[src/common/tic_pkg.sv]
// Shared constants and types for the timer input-capture section.
// Assumes a 32-bit APB slave port with byte addresses, one clock domain.
package tic_pkg;

    // Register byte offsets on the APB port
    localparam logic [7:0] OFF_IRQ_ENABLE = 8'h00;
    localparam logic [7:0] OFF_FLAGS_CONTROL = 8'h04;
    localparam logic [7:0] OFF_SETUP = 8'h08;
    localparam logic [7:0] OFF_COUNTER = 8'h0C;
    // Capture registers: upper byte at base + 8*ch, lower byte 4 above it
    localparam logic [7:0] OFF_CAPTURE_BASE = 8'h10;
    localparam logic [7:0] OFF_CAPTURE_LAST = 8'h2C;
    localparam int CAPTURE_STRIDE_LOG2 = 3;
    localparam int CAPTURE_LOW_BIT = 2;

    // Reset and low-power initial values, plus the counter top value
    localparam logic [7:0] IRQ_ENABLE_RST = 8'h01;
    localparam logic [7:0] FLAGS_CONTROL_RST = 8'h00;
    localparam logic [7:0] SETUP_RST = 8'h00;
    localparam logic [15:0] CAPTURE_RST = 16'h0000;
    localparam logic [15:0] COUNTER_RST = 16'h0000;
    localparam logic [15:0] COUNTER_TOP = 16'hFFFF;
    localparam logic [7:0] HOLD_RST = 8'h00;

    // Field positions shared by the enable and flag registers
    localparam int BIT_CAPTURE_A = 7;
    localparam int BIT_CAPTURE_D = 4;
    localparam int BIT_COMPARE_A = 3;
    localparam int BIT_COMPARE_B = 2;
    localparam int BIT_OVERFLOW = 1;
    localparam int BIT_CLEAR_ON_MATCH = 0;
    localparam int BIT_RESERVED = 0;

    // Channel count and indices
    localparam int NUM_CHANNELS = 4;
    localparam int CH_A = 0;
    localparam int CH_B = 1;
    localparam int CH_C = 2;
    localparam int CH_D = 3;

    // Timer setup register layout, bit 7 down to bit 0
    typedef struct packed {
        logic edge_select_a;
        logic edge_select_b;
        logic edge_select_c;
        logic edge_select_d;
        logic buffer_on_a;
        logic buffer_on_b;
        logic [1:0] clock_select;
    } tic_setup_t;

    // Interrupt request lines towards the CPU
    typedef struct packed {
        logic capture_irq_a;
        logic capture_irq_b;
        logic capture_irq_c;
        logic capture_irq_d;
        logic compare_irq_a;
        logic compare_irq_b;
        logic overflow_irq;
    } tic_irq_t;

endpackage

[src/hw/tic_capture.sv]
// Input-capture section of a 16-bit free-running timer with APB registers.
// Assumes capture pins are asynchronous, compare-match and count-tick
// pulses come from timer logic on clk, and APB runs on clk too.
//
// Functional notes
// - Selected edge copies counter, sets capture flag
// - Interrupt when flag set and enable one
// - C buffers A, D buffers B when enabled
// - Buffered edge pairs: fall, both, undefined, rise
// - Capture overwrites regardless of flag state
// - Capture registers zero on reset, low power
// - Enable bits: captures 7-4, compares, overflow
// - Enable bit 0 reads one, ignores writes
// - Enable register initialises to 0x01
// - Flag/control register initialises to 0x00
// - Flags bits 7-1, clear-on-match bit 0
// - Flags cleared by read-one-then-write-zero only
// - Buffered A: old A moves into C
// - Buffered B: old B moves into D
// - Buffered A: input C sets flag only
// - Capture values read through byte latch
// - Edge select zero falling, one rising
// - Clear-on-match clears counter on compare A
// - Buffered B: input D sets flag only
//
// The register offsets and the APB interface to the registers are this design's own decisions.
`timescale 1ns/1ps

module tic_capture
    import tic_pkg::*;
#(
    parameter int ADDR_W = 8
)(
    // Clock and reset
    input wire logic clk,
    input wire logic rst_b,
    // APB slave
    input wire logic psel,
    input wire logic penable,
    input wire logic pwrite,
    input wire logic [ADDR_W-1:0] paddr,
    input wire logic [31:0] pwdata,
    output logic [31:0] prdata,
    output logic pready,
    output logic pslverr,
    // Capture pins, asynchronous, index 0 is channel A
    input wire logic [NUM_CHANNELS-1:0] capture_in,
    // Timer events on clk
    input wire logic count_tick,
    input wire logic compare_match_a,
    input wire logic compare_match_b,
    input wire logic low_power_init,
    // Timer state and requests
    output logic [15:0] free_running_counter,
    output logic [1:0] clock_select,
    output tic_irq_t irq
);

    // Edge qualifier for one unbuffered channel
    function automatic logic edge_hit(input logic rise, input logic fall,
                                      input logic sel);
        edge_hit = sel ? rise : fall;
    endfunction

    // Edge qualifier for a buffered pair; 1/0 selects nothing
    function automatic logic pair_hit(input logic rise, input logic fall,
                                      input logic sel_p, input logic sel_b);
        case ({sel_p, sel_b})
            2'b00: pair_hit = fall;
            2'b01: pair_hit = rise | fall;
            2'b11: pair_hit = rise;
            default: pair_hit = 1'b0;
        endcase
    endfunction

    // Register decode, used for reads and writes alike
    function automatic logic addr_mapped(input logic [ADDR_W-1:0] a);
        logic [7:0] a8;
        a8 = a[7:0];
        addr_mapped = (a8[1:0] == 2'b00) &&
                      ((a8 <= OFF_COUNTER) ||
                       (a8 >= OFF_CAPTURE_BASE && a8 <= OFF_CAPTURE_LAST));
    endfunction

    // Synchroniser and edge history for the pins
    logic [NUM_CHANNELS-1:0] pin_meta; // First stage, read by pin_sync only
    logic [NUM_CHANNELS-1:0] pin_sync;
    logic [NUM_CHANNELS-1:0] pin_prev;
    logic [NUM_CHANNELS-1:0] rise;
    logic [NUM_CHANNELS-1:0] fall;
    logic [NUM_CHANNELS-1:0] hit; // Valid edge per channel this cycle
    // Software-visible state
    logic [15:0] cap_val [NUM_CHANNELS]; // Capture registers A..D
    logic [7:1] irq_enable; // Bit 0 is not stored
    logic [7:1] flags; // Hardware-set status flags
    logic [7:1] flag_seen; // Flag read as one since last set
    logic clear_on_match_a;
    tic_setup_t setup;
    logic [7:0] hold_low; // Byte holding latch
    logic [15:0] counter;
    // Derived control
    logic [NUM_CHANNELS-1:0] sel; // Edge selects, index 0 is A
    logic [1:0] buf_on; // Buffer enables, index 0 is A
    logic [7:1] set_ev; // Flag set events
    logic [7:1] clr_ev; // Flag clear requests
    logic overflow_ev;
    logic clear_now;
    logic [15:0] next_counter;
    // Bus phases
    logic setup_phase;
    logic access_done;
    logic wr_done;
    logic rd_done;
    logic [7:0] a8;
    logic [31:0] next_rdata;
    logic next_err;
    logic err_q;
    logic [1:0] rd_ch; // Capture channel of the address
    logic rd_upper; // Address is an upper-byte view

    assign a8 = paddr[7:0];
    assign sel = {setup.edge_select_d, setup.edge_select_c,
                  setup.edge_select_b, setup.edge_select_a};
    assign buf_on = {setup.buffer_on_b, setup.buffer_on_a};
    assign clock_select = setup.clock_select;
    assign free_running_counter = counter;

    // Zero-wait slave: every access phase completes in its first cycle
    assign pready = 1'b1;
    assign setup_phase = psel & ~penable;
    assign access_done = psel & penable & pready;
    assign wr_done = access_done & pwrite & ~err_q;
    assign rd_done = access_done & ~pwrite & ~err_q;
    assign pslverr = psel & penable & err_q;

    // Two flip-flops per pin before any edge logic looks at it; the
    // source keeps each level long enough for the second stage to see it
    always_ff @(posedge clk or negedge rst_b)
    begin
        if (!rst_b)
        begin
            pin_meta <= '0;
            pin_sync <= '0;
            pin_prev <= '0;
        end
        else
        begin
            pin_meta <= capture_in;
            pin_sync <= pin_meta;
            pin_prev <= pin_sync;
        end
    end

    assign rise = pin_sync & ~pin_prev;
    assign fall = ~pin_sync & pin_prev;

    // Valid-edge selection; in buffered mode the spare channel keeps
    // its own edge select for flag setting but stops loading
    always_comb
    begin
        for (int k = 0; k < 2; k++)
        begin
            if (buf_on[k])
            begin
                hit[k] = pair_hit(rise[k], fall[k], sel[k], sel[k+2]);
            end
            else
            begin
                hit[k] = edge_hit(rise[k], fall[k], sel[k]);
            end
            hit[k+2] = edge_hit(rise[k+2], fall[k+2], sel[k+2]);
        end
    end

    // Capture registers, one pair (primary, buffer) per generate step
    for (genvar k = 0; k < 2; k++)
    begin : g_pair
        always_ff @(posedge clk or negedge rst_b)
        begin
            if (!rst_b)
            begin
                cap_val[k] <= CAPTURE_RST;
                cap_val[k+2] <= CAPTURE_RST;
            end
            else if (low_power_init)
            begin
                cap_val[k] <= CAPTURE_RST;
                cap_val[k+2] <= CAPTURE_RST;
            end
            else
            begin
                // Loaded whatever the flag says; the flag is not consulted
                if (hit[k])
                begin
                    cap_val[k] <= counter;
                end
                // Buffered: old primary value shifts down in the same edge
                if (buf_on[k] && hit[k])
                begin
                    cap_val[k+2] <= cap_val[k];
                end
                else if (!buf_on[k] && hit[k+2])
                begin
                    cap_val[k+2] <= counter;
                end
            end
        end
    end

    // Counter: clear on compare A beats increment, so a match at the top
    // value does not also raise overflow
    always_comb
    begin
        clear_now = compare_match_a & clear_on_match_a;
        overflow_ev = count_tick & ~clear_now & (counter == COUNTER_TOP);
        if (clear_now)
        begin
            next_counter = COUNTER_RST;
        end
        else if (count_tick)
        begin
            next_counter = counter + 16'h0001;
        end
        else
        begin
            next_counter = counter;
        end
    end

    always_ff @(posedge clk or negedge rst_b)
    begin
        if (!rst_b)
        begin
            counter <= COUNTER_RST;
        end
        else if (low_power_init)
        begin
            counter <= COUNTER_RST;
        end
        else
        begin
            counter <= next_counter;
        end
    end

    // Flag events; in buffered mode spare inputs still raise C and D
    assign set_ev = {hit[CH_A], hit[CH_B], hit[CH_C], hit[CH_D],
                     compare_match_a, compare_match_b, overflow_ev};

    // A zero write clears only a flag that was read as one; ones are ignored
    always_comb
    begin
        for (int i = 1; i < 8; i++)
        begin
            clr_ev[i] = wr_done && (a8 == OFF_FLAGS_CONTROL) &&
                        !pwdata[i] && flag_seen[i];
        end
    end

    // Status flags; a set in the same cycle as a clear wins
    always_ff @(posedge clk or negedge rst_b)
    begin
        if (!rst_b)
        begin
            flags <= FLAGS_CONTROL_RST[7:1];
            flag_seen <= '0;
        end
        else if (low_power_init)
        begin
            flags <= FLAGS_CONTROL_RST[7:1];
            flag_seen <= '0;
        end
        else
        begin
            flags <= (flags & ~clr_ev) | set_ev;
            if (rd_done && a8 == OFF_FLAGS_CONTROL)
            begin
                flag_seen <= (flag_seen | prdata[7:1]) & ~clr_ev & ~set_ev;
            end
            else
            begin
                flag_seen <= flag_seen & ~clr_ev & ~set_ev;
            end
        end
    end

    // Plain read-write control bits
    always_ff @(posedge clk or negedge rst_b)
    begin
        if (!rst_b)
        begin
            irq_enable <= IRQ_ENABLE_RST[7:1];
            clear_on_match_a <= FLAGS_CONTROL_RST[BIT_CLEAR_ON_MATCH];
            setup <= SETUP_RST;
        end
        else if (low_power_init)
        begin
            irq_enable <= IRQ_ENABLE_RST[7:1];
            clear_on_match_a <= FLAGS_CONTROL_RST[BIT_CLEAR_ON_MATCH];
            setup <= SETUP_RST;
        end
        else if (wr_done)
        begin
            case (a8)
                // Bit 0 is never stored, so writes to it vanish
                OFF_IRQ_ENABLE: irq_enable <= pwdata[7:1];
                OFF_FLAGS_CONTROL:
                    clear_on_match_a <= pwdata[BIT_CLEAR_ON_MATCH];
                OFF_SETUP: setup <= tic_setup_t'(pwdata[7:0]);
                default: ;
            endcase
        end
    end

    // Read mux, evaluated in the setup cycle
    assign rd_ch = 2'((a8 - OFF_CAPTURE_BASE) >> CAPTURE_STRIDE_LOG2);
    assign rd_upper = ~a8[CAPTURE_LOW_BIT];

    always_comb
    begin
        next_rdata = 32'h0000_0000;
        next_err = !addr_mapped(paddr);
        case (a8)
            OFF_IRQ_ENABLE: next_rdata[7:0] = {irq_enable, 1'b1};
            OFF_FLAGS_CONTROL: next_rdata[7:0] = {flags, clear_on_match_a};
            OFF_SETUP: next_rdata[7:0] = setup;
            OFF_COUNTER: next_rdata[15:0] = counter;
            default:
            begin
                if (!next_err)
                begin
                    // Lower view returns the latch, never the live register
                    next_rdata[7:0] = rd_upper ? cap_val[rd_ch][15:8]
                                               : hold_low;
                end
            end
        endcase
    end

    // Read data and error are snapshotted in the setup cycle so the access
    // phase shows stable values even if a capture lands meanwhile
    always_ff @(posedge clk or negedge rst_b)
    begin
        if (!rst_b)
        begin
            prdata <= 32'h0000_0000;
            err_q <= 1'b0;
        end
        else if (setup_phase)
        begin
            prdata <= pwrite ? 32'h0000_0000 : next_rdata;
            err_q <= next_err;
        end
    end

    // Holding latch: an upper-byte read catches the lower byte of the
    // same capture; it is taken with the upper byte, so both match
    always_ff @(posedge clk or negedge rst_b)
    begin
        if (!rst_b)
        begin
            hold_low <= HOLD_RST;
        end
        else if (low_power_init)
        begin
            hold_low <= HOLD_RST;
        end
        else if (setup_phase && !pwrite && !next_err && rd_upper &&
                 a8 >= OFF_CAPTURE_BASE)
        begin
            hold_low <= cap_val[rd_ch][7:0];
        end
    end

    // Requests are level, held for as long as flag and enable both stand
    assign irq = tic_irq_t'(flags & irq_enable);
endmodule // tic_capture

[config.mk]
export PLATFORM = sky130hd
export DESIGN_NAME = tic_capture
export DESIGN_NICKNAME = d
export VERILOG_FILES = /design/src/common/tic_pkg.sv /design/src/hw/tic_capture.sv
export SDC_FILE = /design/constraint.sdc
export NUM_CORES = 1
export LEC_CHECK = 0
export BUFFER_PORTS_ARGS = -buffer_cell sky130_fd_sc_hd__buf_2
export CAP_MARGIN = 15
export CORE_AREA = 2 2 164 126
export CTS_BUF_LIST = sky130_fd_sc_hd__clkbuf_2 sky130_fd_sc_hd__clkbuf_4 sky130_fd_sc_hd__clkbuf_8
export DETAILED_ROUTE_END_ITERATION = 8
export DIE_AREA = 0 0 166 128
export PLACE_DENSITY = 0.6
export SLEW_MARGIN = 20
export SYNTH_ARGS = -nofsm -noshare
export SYNTH_HDL_FRONTEND = slang
export SYNTH_SLANG_ARGS = --single-unit
[constraint.sdc]
create_clock -name clk -period 2.5 [get_ports clk]
set_clock_uncertainty 0.05 [all_clocks]
set_input_delay 0.25 -clock clk [delete_from_list [all_inputs] [get_ports clk]]
set_output_delay 0.25 -clock clk [all_outputs]
set_load 0.03 [all_outputs]
* After elaboration in Yosys (flattened, before gate mapping) *
Cells that the tools add are included.

word-level totals
  flip-flop bits (word level) = 163
  input port bits = 53
  output and inout bits = 59
  logic and storage cells = 166

cells by class
  add/subtract/negate cells = 2
  order comparisons = 4
  equality and inequality tests = 8
  mux-type cells = 43
  bitwise logic cells = 32
  reduce and logical (&&, ||, !) cells = 55

operator list
  kind                     number
  $mux W16                 16
  $mux W8                  8
  $and A7 B7 Y7            6
  $mux W7                  6
  $bmux W16 S2             1
  $pmux W8 S4              1
  $logic_and A1 B1 Y1      26
  $add A16 B1 Y16 const B  1
  $eq A16 B16 Y1 const B   1
  $eq A8 B4 Y1 const B     2
  $not A7 Y7               2
  $or A7 B7 Y7             2
  $reduce_bool A2 Y1       7
  $logic_not A1 Y1         11
  $and A1 B1 Y1            10
  $mux W1                  9
  $reduce_bool A3 Y1       3
  $and A4 B4 Y4            2
  $eq A8 B3 Y1 const B     1
  $ge A8 B5 Y1 const B     1
  $le A8 B4 Y1 const B     1
  $le A8 B6 Y1 const B     1
  $logic_not A8 Y1         1
  $not A4 Y4               2
  11 further kinds         23

* Longest topological paths before layout *
  depth in word-level cells = 11
  gate-level depth with buffers = 8
  mapped depth without buffers = 6

* Least setup slack after synthesis *
OpenSTA, ideal clock, no wires.

  kind = reg-to-reg
  start = register counter[2], in the netlist free_running_counter[2]
  end = register counter[15], in the netlist free_running_counter[15]
  setup time = 0.078 ns
  data arrival time = 1.941 ns
  required time = 2.372 ns
  path slack = 0.432 ns
  stages on the path, launching flop included = 7
  path buffers = 2
  period minus slack after synthesis = 2.068 ns
  path through = dfrtp_1 buf_2 nand3_1 or3_1 clkbuf_1 or4_1 a21oi_1

between the ends
  word-level cells in the longest chain between the ends = 4

RTL lines
  what                      RTL line            source
  start: declaration        tic_capture.sv:100  logic [15:0] counter;
  start signal: assignment  tic_capture.sv:242  counter <= next_counter;
  $add A16 B1 Y16           tic_capture.sv:222  next_counter = counter + 16'h0001;
  $mux W16                  tic_capture.sv:220  else if (count_tick)
  $mux W16                  tic_capture.sv:216  if (clear_now)
  $mux W16                  tic_capture.sv:236  else if (low_power_init)

Every way passes these cells. The select of a mux whose other input is x is not followed.
A chain may end at the register's enable or synchronous reset.

* Final worst setup path *
  start = register pin_sync[1]
  end = register flag_seen[6] in the netlist's numbering

between the ends
  word-level cells in the longest chain between the ends = 9
  elaborated cells between the ends (all ways) = 12
  classes of those cells = mux: 5; bitwise: 7

RTL lines
  what                              RTL line                                source
  start: declaration                tic_capture.sv:87                       logic [NUM_CHANNELS-1:0] pin_sync;
  start signal: assignment          tic_capture.sv:149                      pin_sync <= pin_meta;
  $not A4 Y4                        tic_capture.sv:155                      assign fall = ~pin_sync & pin_prev;
  $and A4 B4 Y4                     tic_capture.sv:155
  $or A1 B1 Y1                      tic_capture.sv:70                       2'b01: pair_hit = rise | fall;
  $pmux W1 S3                       tic_capture.sv:68                       case ({sel_p, sel_b})
  $mux W1 (*)                       tic_capture.sv:163                      if (buf_on[k])
  $not A7 Y7 (*)                    tic_capture.sv:278, tic_capture.sv:282
  $and A7 B7 Y7 (on tied branches)  tic_capture.sv:282, tic_capture.sv:278
  $mux W7 (*)                       tic_capture.sv:276                      if (rd_done && a8 == OFF_FLAGS_CONTROL)
  $mux W7 (*)                       tic_capture.sv:268                      else if (low_power_init)
  end signal: assignment            tic_capture.sv:278                      flag_seen <= (flag_seen | prdata[7:1]) & ~clr_ev & ~set_ev;
  end signal: assignment            tic_capture.sv:282                      flag_seen <= flag_seen & ~clr_ev & ~set_ev;
  end: declaration                  tic_capture.sv:96                       logic [7:1] flag_seen;

Mark *: on every way between the ends. The rest lies on a longest branch, timed or not.

==> summary.md <==
| Metric | Value |
|---|---|
| Result of the run | completed |
| Gate count of the mapped netlist | 757 |
| Clk slew on worst S/H paths | 0.09 ns |
| Met1 Track Usage GR | 0.3076 |
| Antenna diodes | 0 |
| Global-route track usage on met2 | 0.3061 |
| Flop and latch count out of synthesis | 147 |
| Number of search-and-repair iterations in the first detailed-routing pass | 5 |
| Yosys Warn Count | 0 |
| HPWL after DPL | 14070 um |
| Grt total ovfl | 0 |
| Worst setup slack after placement | 0.4078 ns |
| Antenna Nets Post-Route | 0 |
| Hold_buf cts | 8 |
| Syn_area_per_cell | 10.16 sq um |
| Via count | 6048 |
| Root buffer cell | sky130_fd_sc_hd__clkbuf_8 |
| Tightest slew margin relative to the limit | 0.4253 |
| Standard-cell rows | 45 |
| Minimum hold slack | 0.04267 ns |
| Share of post-route cells with drive strength above 1 | 0.2156 |
| Max capacitance violation total | 0 |
| Final non-filler cell total | 1093 |
| Data required, critical path | 2.78 ns |
| Buffers on Ports | 70 |
| Yosys top cell area share | 0.4783 |
| Seq/Total Area, Yosys | 0.4783 |
| Sum Neg Setup Slack | 0 ns |
| Aggregate routed wire length | 21210 um |
| Final clock period utilization by the worst path | 0.8375 |
| Count of endpoints failing setup in the final report | 0 |
| Highest clock rate | 0.4776 GHz |
| Share of flip-flops with an asynchronous set or reset after synthesis | 1.000 |
| Wire length per cell after detailed routing | 19.41 um |
| Placed insts | 1053 |
| Maximum number of pins on one net before global-route repair | 61 |
| Post-CTS resize count | 0 |
| Setup crit end kind | flop |
| Total setup buffers inserted after CTS | 0 |
| Total I/O pin count | 112 |
| GP Congestion | 0.7915 |
| Maximum fanout count along the critical path | 17 |
| P&R area growth vs syn | 14.59% |
| Critical path start-end classification | flop to flop |
| GR Layer Usage met3 | 0.05218 |
| Number of nets at the end of the flow | 880 |
| Area of all placed cells without fillers | 0.008813 sq mm |
| EDFF count, synth | 0 |
| Leading cell type in the layout, fill and taps excluded | sky130_fd_sc_hd__dfrtp_1 |
| Vias in the first global route | 5788 |
| Post-route worst setup slack | 0.4063 ns |
| Maximum count of clock buffers along a single path | 2 |
| Min Tclk post-route | 2.094 ns |
| Fin. Hold Viols | 0 |
| PD cells | 515.6 mW/mm^2 |
| Worst skew pair latency | 0.46 ns |
| Hold Path Class | primary input to flop |
| Number of antenna violations at the first check in global routing | 0 |
| DIE HEIGHT | 128 um |
| Top cells by area, synth | sky130_fd_sc_hd__dfrtp_1 (48%), sky130_fd_sc_hd__mux4_2 (6.7%), sky130_fd_sc_hd__mux2i_1 (5.5%) |
| Overall die width | 166 um |
| CTS tree | built |
| Overall track demand over capacity in global routing | 0.2064 |
| Remaining routing DRC violations | 0 |
| Final core utilization | 0.4460 |
| Most used cells in the layout excluding fill and tap cells | sky130_fd_sc_hd__dfrtp_1 (147), sky130_fd_sc_hd__nand2_1 (95), sky130_fd_sc_hd__buf_2 (68) |
| Area leader, netlist | sky130_fd_sc_hd__dfrtp_1 |
| Starting density of the core | 0.3892 |
| Starting DRC count in detailed routing | 636 |
| Arr. time, crit path | 2.38 ns |
| Unrepaired setup endpoints after global routing | no |
| CP Launch Type | flop |
| CTS HTree Levels | 4 |
| Post-synthesis cell area | 0.007691 sq mm |
| Instance area after placement | 0.008374 sq mm |
| Placeable core area | 0.01976 sq mm |
| Static leakage | 3.941 nW |
| CTS sink cnt | 147 |
| GR peak layer | met1 |
| Area enclosed by the die boundary | 0.02125 sq mm |
| Final Slew Violations | 0 |
| Leading register cell type out of synthesis | sky130_fd_sc_hd__dfrtp_1 |
| Total power | 4.544 mW |
| Worst Tran Pin Value | 0.8621 ns |
| Maximum vdd ir drop | 0.3087 mV |
| First-pass GRT wire length | 33880 um |
| TritonCTS buffer count | 17 |
| Distinct cell type count of the synthesized netlist | 52 |
| Via density per instance | 5.533 |
==> area by class of cell <==
cell class / count / area [sq um]
clock inverters: 9 / 55.05
flip-flops and latches: 147 / 3679
fillers: 1847 / 10950
well taps: 258 / 322.8
clock buffers: 23 / 304.0
multi-input cells: 529 / 3632
inverters: 13 / 48.80
repair buffers: 114 / 772.0
==> worst paths after layout <==
check                      cells after the start         from             to  slack [ns]
setup / recovery                               7  pin_sync[1]   flag_seen[6]        0.41
hold / removal                                 3    pwdata[5]  irq_enable[5]        0.04
setup reg to reg                               7  pin_sync[1]   flag_seen[6]        0.41
hold reg to reg                                0  pin_meta[1]    pin_sync[1]        0.30
max in group asynchronous                      3        rst_b    hold_low[5]        1.47
min in group asynchronous                      2        rst_b    pin_meta[2]        0.26
==> flip-flops by register name (all words and copies together), names as in the netlist, 2 cells and up <==
signal,count
cap_val,64
free_running_counter,16
prdata,16
hold_low,8
flag_seen,7
flags,7
irq_enable,7
pin_meta,4
pin_prev,4
pin_sync,4
sel,4
buf_on,2
clock_select,2
==> report_power, final <==
part | leakage (nW) | switching, mW | internal [mW]
clock network | 0.180 | 0.931 | 0.804
logic | 1.74 | 0.267 | 0.123
registers | 2.02 | 0.0182 | 2.40
==> routing by layer <==
metal	up-vias	wire, um
li1	2805	-
met1	3030	10080
met2	192	9577
met3	21	1356
met4	0	201
met5	-	0
==> cell usage after synthesis (10+ instances only) <==
master                       n
sky130_fd_sc_hd__a21oi_1    52
sky130_fd_sc_hd__a311oi_1   35
sky130_fd_sc_hd__buf_2      10
sky130_fd_sc_hd__buf_4      19
sky130_fd_sc_hd__clkbuf_1   50
sky130_fd_sc_hd__dfrtp_1   147
sky130_fd_sc_hd__inv_1      13
sky130_fd_sc_hd__mux2i_1    42
sky130_fd_sc_hd__mux4_2     23
sky130_fd_sc_hd__nand2_1    95
sky130_fd_sc_hd__nand2b_1   36
sky130_fd_sc_hd__nand3_1    22
sky130_fd_sc_hd__nor2_1     58
sky130_fd_sc_hd__o21ai_0    23
==> critical path, cell delays in order (launching register included) <==
cell	delay [ns]
sky130_fd_sc_hd__dfrtp_1	0.38
sky130_fd_sc_hd__inv_1	0.05
sky130_fd_sc_hd__ha_1	0.29
sky130_fd_sc_hd__and3b_1	0.19
sky130_fd_sc_hd__a211oi_1	0.39
sky130_fd_sc_hd__buf_12	0.21
sky130_fd_sc_hd__nor2_1	0.05
sky130_fd_sc_hd__a2111oi_0	0.35
==> logic make-up after synthesis <==
group           count (synthesis)  share of synthesized area
compound gates                147                     0.1274
fa+ha+maj                       5                   0.008134
simple gates                  278                     0.1835
xor+xnor                        9                    0.01025
other cells                     2                  0.0009764
buf+inv                        96                    0.05775
mux                            73                     0.1337
flops                         147                     0.4783
Power figures use the tool's default switching activity.
